**src/hw/cic_defs.svh**
```systemverilog
/*
 * offsets, field positions, reset values and timing counts of the core
 * interrupt controller. assumes inclusion by bare name from design files.
 */
`ifndef CIC_DEFS_SVH
`define CIC_DEFS_SVH

// ****************************************************************
// register byte offsets
// ****************************************************************
`define CIC_OFS_INTCTL     8'h00
`define CIC_OFS_PCSEL      8'h04
`define CIC_OFS_PFLAGS     8'h08
`define CIC_OFS_PENABLES   8'h0c
`define CIC_OFS_EDGECFG    8'h10
`define CIC_OFS_RSTSTAT    8'h14
`define CIC_OFS_PINLEVEL   8'h18

// ****************************************************************
// interrupt_control fields
// ****************************************************************
`define CIC_B_GLOBAL_EN    7
`define CIC_B_GROUP_EN     6
`define CIC_B_WRAP_EN      5
`define CIC_B_EXTIE        4
`define CIC_B_PCIE         3
`define CIC_B_WRAP_FLAG    2
`define CIC_B_EXTIF        1
`define CIC_B_PCIF         0

// ****************************************************************
// reset values and masks
// ****************************************************************
`define CIC_RST_INTCTL     8'h00
`define CIC_RST_PCSEL      8'h00
`define CIC_RST_PERIPH     8'h00
`define CIC_PERIPH_MASK    8'hef
`define CIC_RST_EDGE       1'b1
`define CIC_PCSEL_MASK     8'h3f
`define CIC_EXT_PIN        2

// ****************************************************************
// reset_status fields
// ****************************************************************
`define CIC_B_BOR_N        0
`define CIC_B_POR_N        1
`define CIC_B_PD           3
`define CIC_B_TO           4

// ****************************************************************
// vectors and timing
// ****************************************************************
`define CIC_PC_W           13
`define CIC_VECTOR         13'h0004
`define CIC_RESET_PC       13'h0000
`define CIC_LATENCY_TICKS  3

`endif

```
**src/hw/cic_pkg.sv**
```systemverilog
/*
 * types of the core interrupt controller.
 * assumes nothing beyond a systemverilog compiler.
 */
package cic_pkg;

	typedef enum logic [2:0]
	{
		CAUSE_POR        = 3'b000,
		CAUSE_MCLR_RUN   = 3'b001,
		CAUSE_MCLR_SLEEP = 3'b010,
		CAUSE_WDT_RESET  = 3'b011,
		CAUSE_WDT_WAKE   = 3'b100,
		CAUSE_BOR        = 3'b101
	} cic_cause_t;

	typedef enum logic [1:0]
	{
		AXI_OKAY   = 2'b00,
		AXI_SLVERR = 2'b10
	} cic_resp_t;

endpackage

```
**src/hw/cic_top.sv**
```systemverilog
/*
 * core interrupt controller: latches edge pin, timer0 wrap, pin-change and
 * seven peripheral requests, masks them, vectors the core, handles return,
 * sleep wake-up and reset-cause status. registers over axi4-lite.
 * assumes the core gives one cycle_tick pulse per instruction cycle and
 * single-cycle pulses for returns, enable clears and reset causes.
 */
// Contract
// - global enable gates every enabled interrupt
// - any reset zeroes interrupt control
// - take: clear enable, push, load vector
// - return pops and sets global enable
// - flags set regardless of enables
// - latency three, or four for pins
// - latency independent of instruction length
// - enable clear defers due interrupt, pending
// - edge pin polarity by edge select
// - pin wake needs enable before sleep
// - analog pins read zero, no interrupts
// - timer0 wrap sets flag bit two
// - pin change flag, enable bit three, selection
// - change during port access may be lost
// - edge flag settable in any phase
// - seven peripheral flags, enables, bit4 zero
// - control register holds flags and enables
// - wake continues, vectors after next instruction
// - reset loads zero pc, cause status
// - hardware saves only return pc
// - interrupt wake with enable loads vector
`timescale 1ns/1ns
`include "cic_defs.svh"

module cic_top
#(
	parameter int PIN_COUNT   = 6,
	parameter int LATENCY_TICKS = `CIC_LATENCY_TICKS
)
(
	input  wire logic                     aclk,
	input  wire logic                     aresetn,
	input  wire logic [7:0]               s_axi_awaddr,
	input  wire logic                     s_axi_awvalid,
	output logic                          s_axi_awready,
	input  wire logic [31:0]              s_axi_wdata,
	input  wire logic [3:0]               s_axi_wstrb,
	input  wire logic                     s_axi_wvalid,
	output logic                          s_axi_wready,
	output logic [1:0]                    s_axi_bresp,
	output logic                          s_axi_bvalid,
	input  wire logic                     s_axi_bready,
	input  wire logic [7:0]               s_axi_araddr,
	input  wire logic                     s_axi_arvalid,
	output logic                          s_axi_arready,
	output logic [31:0]                   s_axi_rdata,
	output logic [1:0]                    s_axi_rresp,
	output logic                          s_axi_rvalid,
	input  wire logic                     s_axi_rready,
	input  wire logic [PIN_COUNT-1:0]     gpio_pins,
	input  wire logic [PIN_COUNT-1:0]     analog_select,
	input  wire logic                     port_access,
	input  wire logic                     timer0_wrap,
	input  wire logic [7:0]               periph_events,
	input  wire logic                     cycle_tick,
	input  wire logic                     core_sleep,
	input  wire logic                     core_irq_disable,
	input  wire logic                     return_from_irq_instr,
	input  wire logic                     cause_strobe,
	input  wire cic_pkg::cic_cause_t      cause,
	output logic                          irq_request,
	output logic                          pc_load,
	output logic [`CIC_PC_W-1:0]          pc_value,
	output logic                          stack_push,
	output logic                          stack_pop,
	output logic                          wake
);

	// ****************************************************************
	// elaboration checks
	// ****************************************************************
	generate
		if (PIN_COUNT <= `CIC_EXT_PIN || PIN_COUNT > 8)
		begin : g_bad_pins
			$error("PIN_COUNT must be 3 to 8");
		end
		if (LATENCY_TICKS < 2 || LATENCY_TICKS > 15)
		begin : g_bad_lat
			$error("LATENCY_TICKS must be 2 to 15");
		end
	endgenerate

	// ****************************************************************
	// state
	// ****************************************************************
	logic [7:0]           intctl;
	logic [7:0]           pcsel;
	logic [7:0]           pflags;
	logic [7:0]           penables;
	logic                 edge_sel;
	logic [7:0]           rststat;
	logic [PIN_COUNT-1:0] pin_meta;
	logic [PIN_COUNT-1:0] pin_sync;
	logic [PIN_COUNT-1:0] pin_prev;
	logic                 sleep_prev;
	logic                 ext_wake_armed;
	logic [3:0]           lat_cnt;
	logic                 aw_held;
	logic                 w_held;
	logic [7:0]           aw_addr;
	logic [31:0]          w_data;
	logic [3:0]           w_strb;

	// ****************************************************************
	// decode, used by both read and write paths
	// ****************************************************************
	function automatic logic [2:0] reg_index(input logic [7:0] addr);
		unique case (addr)
			`CIC_OFS_INTCTL:   reg_index = 3'h1;
			`CIC_OFS_PCSEL:    reg_index = 3'h2;
			`CIC_OFS_PFLAGS:   reg_index = 3'h3;
			`CIC_OFS_PENABLES: reg_index = 3'h4;
			`CIC_OFS_EDGECFG:  reg_index = 3'h5;
			`CIC_OFS_RSTSTAT:  reg_index = 3'h6;
			`CIC_OFS_PINLEVEL: reg_index = 3'h7;
			default:           reg_index = 3'h0;
		endcase
	endfunction

	// ****************************************************************
	// pin synchronisers and event detection
	// ****************************************************************
	logic [PIN_COUNT-1:0] pin_level;
	logic [PIN_COUNT-1:0] pin_changed;
	logic                 ext_now;
	logic                 ext_was;
	logic                 ext_edge;
	logic                 pc_event;
	logic                 t0_event;
	logic [7:0]           pf_event;
	logic                 is_reset_cause;

	always_ff @(posedge aclk)
	begin
		if (!aresetn)
		begin
			pin_meta <= '0;
			pin_sync <= '0;
			pin_prev <= '0;
		end
		else
		begin
			pin_meta <= gpio_pins;
			pin_sync <= pin_meta;
			pin_prev <= pin_level;
		end
	end

	assign pin_level   = pin_sync & ~analog_select;
	assign pin_changed = (pin_level ^ pin_prev) & pcsel[PIN_COUNT-1:0] & ~analog_select;
	assign ext_now     = pin_level[`CIC_EXT_PIN];
	assign ext_was     = pin_prev[`CIC_EXT_PIN];
	// falling edge unless edge_sel; flag may set in any cycle of the instruction
	// a pin switched to analog drops to zero without making an edge
	assign ext_edge    = (edge_sel ? (ext_now & ~ext_was) : (~ext_now & ext_was))
			& ~analog_select[`CIC_EXT_PIN];
	// a change that coincides with a port access may be dropped
	assign pc_event    = (|pin_changed) & ~port_access;
	assign t0_event    = timer0_wrap;
	assign pf_event    = periph_events & `CIC_PERIPH_MASK;
	assign is_reset_cause = cause_strobe && cause != cic_pkg::CAUSE_WDT_WAKE;

	// ****************************************************************
	// request evaluation
	// ****************************************************************
	logic ctl_pending;
	logic per_pending;
	logic any_pending;
	logic take;
	logic wake_cond;

	assign ctl_pending = (intctl[`CIC_B_WRAP_FLAG] & intctl[`CIC_B_WRAP_EN])
			| (intctl[`CIC_B_EXTIF] & intctl[`CIC_B_EXTIE])
			| (intctl[`CIC_B_PCIF] & intctl[`CIC_B_PCIE]);
	assign per_pending = intctl[`CIC_B_GROUP_EN] & |(pflags & penables);
	assign any_pending = ctl_pending | per_pending;
	// latency counts instruction ticks, so instruction length cannot matter
	assign take = cycle_tick && !core_sleep && !core_irq_disable && intctl[`CIC_B_GLOBAL_EN]
			&& any_pending && lat_cnt == 4'(LATENCY_TICKS - 1);
	// edge pin wakes only if its enable was already set when sleep began
	assign wake_cond = (intctl[`CIC_B_WRAP_FLAG] & intctl[`CIC_B_WRAP_EN])
			| (intctl[`CIC_B_EXTIF] & ext_wake_armed)
			| (intctl[`CIC_B_PCIF] & intctl[`CIC_B_PCIE]) | per_pending;

	always_ff @(posedge aclk)
	begin
		if (!aresetn)
			lat_cnt <= '0;
		else if (!intctl[`CIC_B_GLOBAL_EN] || !any_pending || core_irq_disable || core_sleep || take)
			lat_cnt <= '0;
		else if (cycle_tick && lat_cnt != 4'(LATENCY_TICKS - 1))
			lat_cnt <= lat_cnt + 4'h1;
	end

	// ****************************************************************
	// sleep tracking and core-facing pulses
	// ****************************************************************
	always_ff @(posedge aclk)
	begin
		if (!aresetn)
		begin
			sleep_prev     <= 1'b0;
			ext_wake_armed <= 1'b0;
		end
		else
		begin
			sleep_prev <= core_sleep;
			if (core_sleep && !sleep_prev)
				ext_wake_armed <= intctl[`CIC_B_EXTIE];
			else if (!core_sleep)
				ext_wake_armed <= 1'b0;
		end
	end

	always_ff @(posedge aclk)
	begin
		if (!aresetn)
		begin
			irq_request <= 1'b0;
			wake        <= 1'b0;
			stack_push  <= 1'b0;
			stack_pop   <= 1'b0;
			pc_load     <= 1'b0;
			pc_value    <= `CIC_RESET_PC;
		end
		else
		begin
			irq_request <= any_pending;
			// core resumes at the next instruction; vectoring follows via take
			wake        <= core_sleep && !wake && (wake_cond
					|| (cause_strobe && cause == cic_pkg::CAUSE_WDT_WAKE));
			// only the return address is saved by hardware
			stack_push  <= take;
			stack_pop   <= return_from_irq_instr;
			pc_load     <= take || is_reset_cause;
			if (is_reset_cause)
				pc_value <= `CIC_RESET_PC;
			else if (take)
				pc_value <= `CIC_VECTOR;
		end
	end

	// ****************************************************************
	// axi4-lite write channel
	// ****************************************************************
	logic       do_write;
	logic [2:0] w_idx;
	logic [7:0] wbyte;
	logic       next_aw_held;
	logic       next_w_held;
	logic       next_bvalid;

	assign do_write = aw_held && w_held && !s_axi_bvalid;
	assign w_idx    = reg_index(aw_addr);
	assign wbyte    = w_data[7:0];
	// readies are registered from the next holding state, so a full slot never shows ready
	assign next_aw_held = !do_write && (aw_held || (s_axi_awvalid && s_axi_awready));
	assign next_w_held  = !do_write && (w_held || (s_axi_wvalid && s_axi_wready));
	assign next_bvalid  = do_write || (s_axi_bvalid && !s_axi_bready);

	always_ff @(posedge aclk)
	begin
		if (!aresetn)
		begin
			aw_held      <= 1'b0;
			w_held       <= 1'b0;
			aw_addr      <= '0;
			w_data       <= '0;
			w_strb       <= '0;
			s_axi_bvalid <= 1'b0;
			s_axi_bresp  <= cic_pkg::AXI_OKAY;
			s_axi_awready <= 1'b0;
			s_axi_wready <= 1'b0;
		end
		else
		begin
			if (s_axi_awvalid && s_axi_awready)
			begin
				aw_held <= 1'b1;
				aw_addr <= s_axi_awaddr;
			end
			if (s_axi_wvalid && s_axi_wready)
			begin
				w_held <= 1'b1;
				w_data <= s_axi_wdata;
				w_strb <= s_axi_wstrb;
			end
			if (do_write)
			begin
				aw_held      <= 1'b0;
				w_held       <= 1'b0;
				s_axi_bvalid <= 1'b1;
				s_axi_bresp  <= (w_idx == 3'h0) ? cic_pkg::AXI_SLVERR : cic_pkg::AXI_OKAY;
			end
			else if (s_axi_bvalid && s_axi_bready)
				s_axi_bvalid <= 1'b0;
			s_axi_awready <= !next_aw_held && !next_bvalid;
			s_axi_wready  <= !next_w_held && !next_bvalid;
		end
	end

	logic wr_lane;

	assign wr_lane = do_write && w_strb[0];

	// ****************************************************************
	// interrupt_control: hardware sets win over software clears
	// ****************************************************************
	logic [7:0] ictl_base;
	logic [7:0] ictl_set;

	always_comb
	begin
		ictl_base = (wr_lane && w_idx == 3'h1) ? wbyte : intctl;
		ictl_set  = '0;
		ictl_set[`CIC_B_WRAP_FLAG] = t0_event;
		ictl_set[`CIC_B_EXTIF] = ext_edge;
		ictl_set[`CIC_B_PCIF]  = pc_event;
	end

	always_ff @(posedge aclk)
	begin
		if (!aresetn || is_reset_cause)
			intctl <= `CIC_RST_INTCTL;
		else
		begin
			intctl <= ictl_base | ictl_set;
			if (take)
				intctl[`CIC_B_GLOBAL_EN] <= 1'b0;
			// the core's own enable clear defers a due request; its flag stays set
			if (core_irq_disable)
				intctl[`CIC_B_GLOBAL_EN] <= 1'b0;
			if (return_from_irq_instr)
				intctl[`CIC_B_GLOBAL_EN] <= 1'b1;
		end
	end

	// ****************************************************************
	// selection, peripheral flags and enables, edge config
	// ****************************************************************
	always_ff @(posedge aclk)
	begin
		if (!aresetn || is_reset_cause)
		begin
			pcsel    <= `CIC_RST_PCSEL;
			pflags   <= `CIC_RST_PERIPH;
			penables <= `CIC_RST_PERIPH;
			edge_sel <= `CIC_RST_EDGE;
		end
		else
		begin
			if (wr_lane && w_idx == 3'h2)
				pcsel <= wbyte & `CIC_PCSEL_MASK;
			pflags <= (((wr_lane && w_idx == 3'h3) ? wbyte : pflags) | pf_event)
					& `CIC_PERIPH_MASK;
			if (wr_lane && w_idx == 3'h4)
				penables <= wbyte & `CIC_PERIPH_MASK;
			if (wr_lane && w_idx == 3'h5)
				edge_sel <= wbyte[0];
		end
	end

	// ****************************************************************
	// reset-cause status; cleared by the bus reset only, updated by causes
	// ****************************************************************
	always_ff @(posedge aclk)
	begin
		if (!aresetn)
			rststat <= 8'h00;
		else if (cause_strobe)
		begin
			unique case (cause)
				cic_pkg::CAUSE_POR:
				begin
					rststat[`CIC_B_TO]    <= 1'b1;
					rststat[`CIC_B_PD]    <= 1'b1;
					rststat[`CIC_B_POR_N] <= 1'b0;
				end
				cic_pkg::CAUSE_MCLR_RUN: ;
				cic_pkg::CAUSE_MCLR_SLEEP:
				begin
					rststat[`CIC_B_TO] <= 1'b1;
					rststat[`CIC_B_PD] <= 1'b0;
				end
				cic_pkg::CAUSE_WDT_RESET:
					rststat[`CIC_B_TO] <= 1'b0;
				cic_pkg::CAUSE_WDT_WAKE:
				begin
					rststat[`CIC_B_TO] <= 1'b0;
					rststat[`CIC_B_PD] <= 1'b0;
				end
				cic_pkg::CAUSE_BOR:
				begin
					rststat[`CIC_B_TO]    <= 1'b1;
					rststat[`CIC_B_PD]    <= 1'b1;
					rststat[`CIC_B_POR_N] <= 1'b1;
					rststat[`CIC_B_BOR_N] <= 1'b0;
				end
				default: ;
			endcase
		end
		else if (wake && !s_axi_bvalid)
		begin
			// interrupt wake: timeout bit set, power-down bit clear
			if (wake_cond)
			begin
				rststat[`CIC_B_TO] <= 1'b1;
				rststat[`CIC_B_PD] <= 1'b0;
			end
		end
		else if (wr_lane && w_idx == 3'h6)
		begin
			rststat[`CIC_B_POR_N] <= wbyte[`CIC_B_POR_N];
			rststat[`CIC_B_BOR_N] <= wbyte[`CIC_B_BOR_N];
		end
	end

	// ****************************************************************
	// axi4-lite read channel
	// ****************************************************************
	logic [7:0] rd_byte;

	always_comb
	begin
		rd_byte = 8'h00;
		unique case (reg_index(s_axi_araddr))
			3'h1:    rd_byte = intctl;
			3'h2:    rd_byte = pcsel;
			3'h3:    rd_byte = pflags;
			3'h4:    rd_byte = penables;
			3'h5:    rd_byte = {7'h00, edge_sel};
			3'h6:    rd_byte = rststat;
			3'h7:    rd_byte = 8'(pin_level);
			default: rd_byte = 8'h00;
		endcase
	end

	always_ff @(posedge aclk)
	begin
		if (!aresetn)
		begin
			s_axi_rvalid <= 1'b0;
			s_axi_rdata  <= '0;
			s_axi_rresp  <= cic_pkg::AXI_OKAY;
		end
		else if (s_axi_arvalid && s_axi_arready)
		begin
			s_axi_rvalid <= 1'b1;
			s_axi_rdata  <= {24'h000000, rd_byte};
			s_axi_rresp  <= (reg_index(s_axi_araddr) == 3'h0) ? cic_pkg::AXI_SLVERR : cic_pkg::AXI_OKAY;
		end
		else if (s_axi_rvalid && s_axi_rready)
			s_axi_rvalid <= 1'b0;
	end

	// registered ready: low while an answer is outstanding or about to be
	always_ff @(posedge aclk)
	begin
		if (!aresetn)
			s_axi_arready <= 1'b0;
		else
			s_axi_arready <= !((s_axi_arvalid && s_axi_arready) || (s_axi_rvalid && !s_axi_rready));
	end

endmodule

```
**config.mk**
```make
export PLATFORM = sky130hd
export DESIGN_NAME = cic_top
export DESIGN_NICKNAME = d
export VERILOG_FILES = /design/src/hw/cic_pkg.sv /design/src/hw/cic_top.sv
export VERILOG_INCLUDE_DIRS = /design/src /design/src/hw
export SDC_FILE = /design/constraint.sdc
export NUM_CORES = 1
export LEC_CHECK = 0
export BUFFER_PORTS_ARGS = -buffer_cell sky130_fd_sc_hd__buf_2
export CAP_MARGIN = 20
export CORE_MARGIN = 4
export CORE_UTILIZATION = 35
export DETAILED_ROUTE_END_ITERATION = 7
export GPL_ROUTABILITY_DRIVEN = 0
export HOLD_SLACK_MARGIN = 0.08
export PLACE_DENSITY = 0.6
export SYNTH_ARGS = -nofsm -noshare
export SYNTH_HDL_FRONTEND = slang
export SYNTH_SLANG_ARGS = --single-unit
```
**constraint.sdc**
```tcl
create_clock -name aclk -period 2.05 [get_ports aclk]
set_input_delay 0.3075 -clock aclk [delete_from_list [all_inputs] [get_ports aclk]]
set_output_delay 0.3075 -clock aclk [all_outputs]
set_load 0.005 [all_outputs]
```
Word level (Yosys, flattened, before mapping)

Index checks and enable logic that the tools add are counted.

Output and inout bits: 59
Memories: 0
Flip-flop bits (word level): 100
Logic and storage cells: 212
Input bits: 89
Bits in writable memories: 0
Memory bits (read-only): 0
Bits in latches: 0

Bitwise operators: 28
Shift operators: 0
$add $sub $neg: 1
Muxes and demuxes: 29
Magnitude comparators: 0
$mul: 0
Reduce and logical (&&, ||, !) cells: 81
Equal/unequal tests: 38
Divide/modulo/power cells: 0

Operators by type and width:

| cell               | count |
|---|---|
| $pmux 8 s7         | 1 |
| $eq 8x5->1 const B | 6 |
| $pmux 3 s7         | 2 |
| $eq 8x4->1 const B | 4 |
| $logic_and 1x1->1  | 32 |
| $eq 3x3->1 const B | 9 |
| $and 6x6->6        | 3 |
| $eq 3x2->1 const B | 6 |
| $eq 8x3->1 const B | 2 |
| $logic_not 8->1    | 2 |
| $mux 2             | 8 |
| $mux 8             | 2 |
| $logic_not 1->1    | 15 |
| $reduce_and 3->1   | 4 |
| $reduce_or 2->1    | 6 |
| $logic_or 1x1->1   | 11 |
| $mux 1             | 11 |
| $reduce_bool 2->1  | 5 |
| $and 1x1->1        | 9 |
| $logic_not 3->1    | 3 |
| $ne 3x3->1 const B | 3 |
| $and 8x8->8        | 1 |
| $or 8x3->8         | 1 |
| $or 8x8->8         | 1 |
| 16 further kinds   | 30 |

Depth between registers and ports, before layout

Gate-level depths: netlist of run 1.

Depth in word-level cells: 11
Mapped depth: 7
Mapped depth without buffers: 7

Least setup slack after synthesis of run 1

No wires, ideal clock.

Path type: reg-to-reg
Start: register aw_addr[6]
End: register intctl[7]
Period minus slack after synthesis: 2021 ps
Buffers on the path: 1
Slack: 29 ps
Setup time: 101 ps
Required time: 1949 ps
Data arrival time: 1920 ps
Cell stages (with the launch flop): 7
Cells stage by stage: dfxtp_1 > or4_4 > nor4_2 > or3b_1 > buf_6 > mux2i_1 > o41ai_1

Cells in the longest elaborated chain, start to end: 9
Elaborated cells between the ends (all ways): 15
Classes of those cells: 7 x eq/ne; 5 x mux; 1 x bitwise; 2 x reduce/logical

RTL lines:

| what                                     | line           | RTL |
|---|---|---|
| start, declared                          | cic_top.sv:108 | `logic [7:0] aw_addr;` |
| start signal, assigned                   | cic_top.sv:288 | `aw_addr <= s_axi_awaddr;` |
| $eq 8x5->1, or another cell as far along | cic_top.sv:116 | `unique case (addr)` |
| $pmux 3 s7 (*)                           | cic_top.sv:116 |  |
| $eq 3x1->1 (*)                           | cic_top.sv:322 | `ictl_base = (wr_lane && w_idx == 3'h1) ? wbyte : intctl;` |
| $logic_and 1x1->1 (*)                    | cic_top.sv:322 |  |
| $mux 8 (*)                               | cic_top.sv:322 |  |
| $or 8x3->8 (*)                           | cic_top.sv:335 | `intctl <= ictl_base \| ictl_set;` |
| $mux 1 (*)                               | cic_top.sv:336 | `if (take)` |
| $mux 1 (*)                               | cic_top.sv:339 | `if (core_irq_disable)` |
| $mux 1 (*)                               | cic_top.sv:341 | `if (return_from_irq_instr)` |
| end signal, assigned                     | cic_top.sv:332 | `` intctl <= `CIC_RST_INTCTL; `` |
| end signal, assigned                     | cic_top.sv:335 |  |
| end, declared                            | cic_top.sv:94  | `logic [7:0] intctl;` |

Every way passes the cells marked *; elsewhere a longest branch is shown, timed or not.
A chain may end at the register's enable or synchronous reset.

Worst setup path in the final report of run 1

Start: register aw_addr[7]
End: register intctl[7]

Same word-level chain as after synthesis.

==> results.toml, run 1 <==
[yosys]
synth_cells = 512
synth_area_per_cell_um2 = 8.74
ys.flop_type = "dfxtp_1"
synth.area.top_cells = "dfxtp_1 (43%), mux2i_1 (6.7%), buf_4 (6.4%)"
ys_seq_elements = 97
yosysSeqAreaShare_pct = 43.4
yosysWarnings = 0
ys_async_sr_fraction_pct = 0
synth_top_area_cell = "dfxtp_1"
synth_top_area_share_pct = 43.4
synth_area_mm2 = 0.00448
ys_types = 56
synth-edff-count = 0

[clocking]
cts_tree = "done"
path_clk_slew_ns = 0.07
hold_buffers = 0
clock_tree.buffer_depth = 2
clock-root-buffer = "clkbuf_16"
h-tree-depth = 3
cts_sinks = 97
numCtsBuffers = 9
insertion_delay_ns = 0.34

[global_route]
grt.total_usage_pct = 15.5
grt_pass1_vias = 3626
grt-ovfl-total = 0
grt_pass1_wl_um = 17900
grt_max_degree = 29
antenna_found_initial = 0

[setup_path]
cp.required_ns = 2.30
critPathLaunchType = "flip-flop"
critPathLaunch = "aw_addr[7]"
r2r_cells = 5
cp_data_arrival_time_ns = 2.29
endpoint = "intctl[7]"
reg2reg_to = "intctl[7]"
reg2reg_slack_ns = 0.004
path_class = "reg -> reg"
cp_max_fo = 4
cp-end-kind = "flip-flop"
r2r_start = "aw_addr[7]"

[final_layout]
fin_nets = 699
multi_input_area_mm2 = 0.00224
ff_latch_area_mm2 = 0.00194
area_delta_synth_final_pct = 20.2
final_cell_count_no_fill = 783
diodes = 0
fin_util_pct = 42.8
drive_above_1_share_pct = 21.9
n_fill_cell = 1274
stdcell_area_mm2 = 0.00538

[floorplanning]
ioPinCount = 148
die_height_um = 121
core-area_mm2 = 0.0126
initial_core_util_pct = 35.6
die_x_um = 121
rows = 41
dieArea_mm2 = 0.0147

[sta]
max-slew-margin-rel_pct = 65.7
hold_violations = 0
fin_crit_ns = 2.05
setup_tns_ns = 0
slew_viol_final = 0
post-route-period-util_pct = 99.8
max_freq_mhz = 489
fin_skew_ns = 0.00699
rsz0062_at_grt = "true"
setup_viol = 0
worst_pin_slew_ns = 0.511

[routing]
ant_nets = 0
avgViaCountPerCell = 4.80
route.detailed.drc = 0
drt_iter0_drc = 169
dr.pass1.iters = 4
wl_per_cell_um = 14.2
finalWirelength_um = 11100
via_count = 3760

[min_path]
hold_class = "in -> reg"
holdCritStartpoint = "analog_select[1]"

[place]
placed_cells = 765
place_hpwl_um = 8690
io_buffers = 81
placed_area_mm2 = 0.00502

[pwr]
irDropWorstVdd_uv = 389
cellPowerDensity_mw_per_mm2 = 775
p_leak_nw = 2.42

[status]
outcome = "finished, final reports clean"

[run]
cap_violations = 0
[area by class of cell]
cell class | instances | area share [%]
clock buffers | 11 | 4.51
inverters | 22 | 1.53
flip-flops and latches | 97 | 36.1
multi-input cells | 374 | 41.7
well taps | 172 | 4.00
repair buffers | 102 | 10.5
clock inverters | 5 | 1.60
[repair_timing]
item	CTS	global route
setup endpoints to repair	5	7
buffers inserted	0	2
gates resized for setup	3	2
pin swaps	0	4
[worst min path at each step]
| stage | to | slack (ns) | cells after the start |
|---|---|---|---|
| after floorplan | pin_prev[1] | 0.38 | 1 |
| after global placement | pin_sync[4] | 0.42 | 1 |
| after detailed placement | pin_sync[0] | 0.42 | 1 |
| after CTS | pin_prev[1] | 0.14 | 2 |
| after global routing | pin_prev[1] | 0.15 | 2 |
| final | pin_prev[1] | 0.15 | 2 |
[cell families after synthesis]
family	synth area share, %
simple gates	21.7
compound gates	13.2
flops	43.4
fa+ha+maj	1.12
mux	8.47
buf+inv	9.89
other cells	0.0838
xor+xnor	2.15
[registers in the layout (all words and copies together), names as in the netlist, 4 cells and up]
register,cells
aw_addr,8
intctl,8
s_axi_rdata,8
w_data,8
penables,7
pflags,7
pcsel,6
pin_meta,6
pin_prev,6
pin_sync,6
lat_cnt,4
rststat,4
[through the flow]
stage | setup WS [ns] | hold slack, ns | total power [W]
6_report | 0.00428 | 0.153 | 0.00417
2_1_floorplan | 0.0287 | 0.384 | 0.00226
5_1_grt | -0.0816 | 0.154 | 0.00433
3_3_place_gp | -0.0685 | 0.423 | 0.00235
4_1_cts | -0.000322 | 0.144 | 0.00421
3_5_place_dp | -0.111 | 0.422 | 0.00236
[cells in the mapped netlist (8+ instances only)]
cell type,instances
dfxtp_1,97
nand2_1,69
a21oi_1,39
buf_4,38
nor2_1,36
mux2i_1,30
inv_1,22
and2_1,19
clkbuf_1,16
nor3_1,15
o21ai_0,11
nand3_1,8
[worst max-delay path, stage by stage, from the launching register on]
cell,delay (ns)
dfxtp_2,0.32
or4_4,0.56
nor4_4,0.15
or3b_4,0.45
mux2i_1,0.14
o41ai_1,0.33
[power by group]
| group | internal [W] | switching (W) |
|---|---|---|
| clock | 0.00111 | 0.000736 |
| sequential | 0.00194 | 0.0000539 |
| combinational | 0.000139 | 0.000187 |
| total | 0.00319 | 0.000976 |
[layout by cell type (no fill, tap or decap), drive strengths merged, types with 4 or more instances in the layout]
master,instances
nand2b,5
and3,4
xor2,7
nor3,15
nand3b,4
conb,38
and2,19
xnor2,4
mux2,7
a21oi,39
o21ai,12
dfxtp,97
nor2,36
nor4,4
nand2,69
nor3b,7
buf,102
nor2b,7
ha,4
clkbuf,11
mux2i,30
a31oi,4
nand3,8
inv,23
a22oi,5
[layer usage]
layer	vias to the layer above	part of all wire, %	track usage, %
li1	1894	-	-
met1	1740	45	20.1
met2	112	47	25.7
met3	14	6.6	3.26
met4	0	1.3	5.03
met5	-	0	0
(Power assumes the default switching activity.)
==> inputs of run 2 (changes only) <==
--- a/config.mk
+++ b/config.mk
@@ -13,7 +13,7 @@
 export DETAILED_ROUTE_END_ITERATION = 7
 export GPL_ROUTABILITY_DRIVEN = 0
 export HOLD_SLACK_MARGIN = 0.08
-export PLACE_DENSITY = 0.6
+export PLACE_DENSITY = 0.73
 export SYNTH_ARGS = -nofsm -noshare
 export SYNTH_HDL_FRONTEND = slang
 export SYNTH_SLANG_ARGS = --single-unit
==> results.toml, run 2 (same netlist as run 1, synthesis figures left out) <==
[status]
outcome = "finished, final reports clean"

[floorplanning]
dieArea_mm2 = 0.0147
ioPinCount = 148
die_x_um = 121
initial_core_util_pct = 35.6
rows = 41
core-area_mm2 = 0.0126
die_height_um = 121

[final_layout]
layout_commonest_cell = "dfxtp_1"
ff_latch_area_mm2 = 0.00194
final_cell_count_no_fill = 782
diodes = 0
n_fill_cell = 1273
area_delta_synth_final_pct = 19.3
fin_nets = 698
drive_above_1_share_pct = 21.6
multi_input_area_mm2 = 0.00225
mostFrequentLayoutCells = "dfxtp_1 (97), buf_2 (81), nand2_1 (69), a21oi_1 (39), conb_1 (38)"

[place]
io_buffers = 81
place_hpwl_um = 8450
placed_cells = 764
pre_cts_ws_ns = 0.00447

[routing]
drt_iter0_drc = 190
dr.pass1.iters = 5
via_count = 3804
route.detailed.drc = 0
finalWirelength_um = 11100
ant_nets = 0
wl_per_cell_um = 14.2
avgViaCountPerCell = 4.86

[sta]
fin_skew_ns = 0.00757
timing.hold.ws_ns = 0.154
rsz0062_at_grt = "true"
max_freq_mhz = 503
fin_crit_ns = 1.99
hold_violations = 0
worst_slack_ns = 0.0610
post-route-period-util_pct = 97.0
setup_viol = 0
slew_viol_final = 0

[setup_path]
slowest_delay_ns = 0.55
cp-end-kind = "flip-flop"
critPathLaunch = "aw_addr[7]"
critPathLaunchType = "flip-flop"
reg2reg_slack_ns = 0.06
cp.required_ns = 2.27
cp_max_fo = 7
cp_cell_sequence = "or4_4 -> nor4_4 -> or3b_4 -> buf_8 -> mux2i_2 -> a21oi_1"
r2r_start = "aw_addr[7]"
path_class = "reg -> reg"
reg2reg_to = "intctl[0]"
endpoint = "intctl[0]"
r2r_cells = 6
cp_slowest_cell = "or4_4"
cp_data_arrival_time_ns = 2.21

[pwr]
irDropWorstVdd_uv = 451
cellPowerDensity_mw_per_mm2 = 739
p_leak_nw = 2.40

[clocking]
cts_sinks = 97
insertion_delay_ns = 0.34
cts_tree = "done"
clock_tree.buffer_depth = 2
h-tree-depth = 3
clock-root-buffer = "clkbuf_16"
numCtsBuffers = 9
path_clk_slew_ns = 0.07

[global_route]
grt_pass1_wl_um = 17500
grt_max_degree = 29
grt_pass1_vias = 3559
grt-ovfl-total = 0
grt.total_usage_pct = 15.3
antenna_found_initial = 0

[min_path]
hold_class = "in -> reg"

[run]
cap_violations = 0
==> run 2: worst min path at each step <==
stage	from	end	slack (ns)	cells after the start
after floorplan	analog_select[1]	pin_prev[1]	0.38	1
after global placement	pin_meta[5]	pin_sync[5]	0.42	1
after detailed placement	pin_meta[1]	pin_sync[1]	0.42	1
after CTS	analog_select[1]	pin_prev[1]	0.14	2
after global routing	analog_select[4]	pin_prev[4]	0.16	2
final	analog_select[1]	pin_prev[1]	0.15	2
==> run 2: power breakdown <==
part           switching, W  internal (W)
clock network      0.000722      0.000900
registers         0.0000559       0.00194
logic              0.000187      0.000139
total              0.000966       0.00298
==> run 2: timing repair <==
item	4_1_cts	5_1_grt
hold buffers	0	0
pin swaps	0	2
gates cloned	0	0
resized for setup	3	2
endpoints found under the setup margin	2	9
setup buffers	0	2
==> run 2: cell type report <==
type / count / area share (%)
clock buffers: 12 / 4.80
clock inverters: 4 / 0.656
inverters: 22 / 1.55
multi-input cells: 374 / 42.1
flip-flops and latches: 97 / 36.4
well taps: 172 / 4.03
repair buffers: 101 / 10.5
==> run 2: worst max-delay path, delay by kind of cell (launching register included) <==
family	cells	cell delay, ns
AOI/OAI and AO/OA	1	0.09
muxes	1	0.17
and+or+nand+nor	3	1.13
buffers and inverters	1	0.15
DFF	1	0.32
==> run 2: per-layer routing <==
| layer | vias up | part of all wire (%) | GRT usage (%) |
|---|---|---|---|
| met2 | 150 | 46 | 24.2 |
| li1 | 1884 | - | - |
| met5 | - | 0 | 0 |
| met4 | 0 | 1.4 | 3.82 |
| met1 | 1756 | 44 | 20.4 |
| met3 | 14 | 9.0 | 4.52 |
==> run 2: per-stage QoR <==
step           power (W)  instance area [µm²]  util, %  TNS [ns]
2_1_floorplan    0.00226                 4620        -         0
3_3_place_gp     0.00236                 5010     39.9         0
3_5_place_dp     0.00236                 5010     39.9         0
4_1_cts          0.00398                 5320     42.3         0
5_1_grt          0.00411                 5340     42.5   -0.0411
6_report         0.00395                 5340     42.5         0
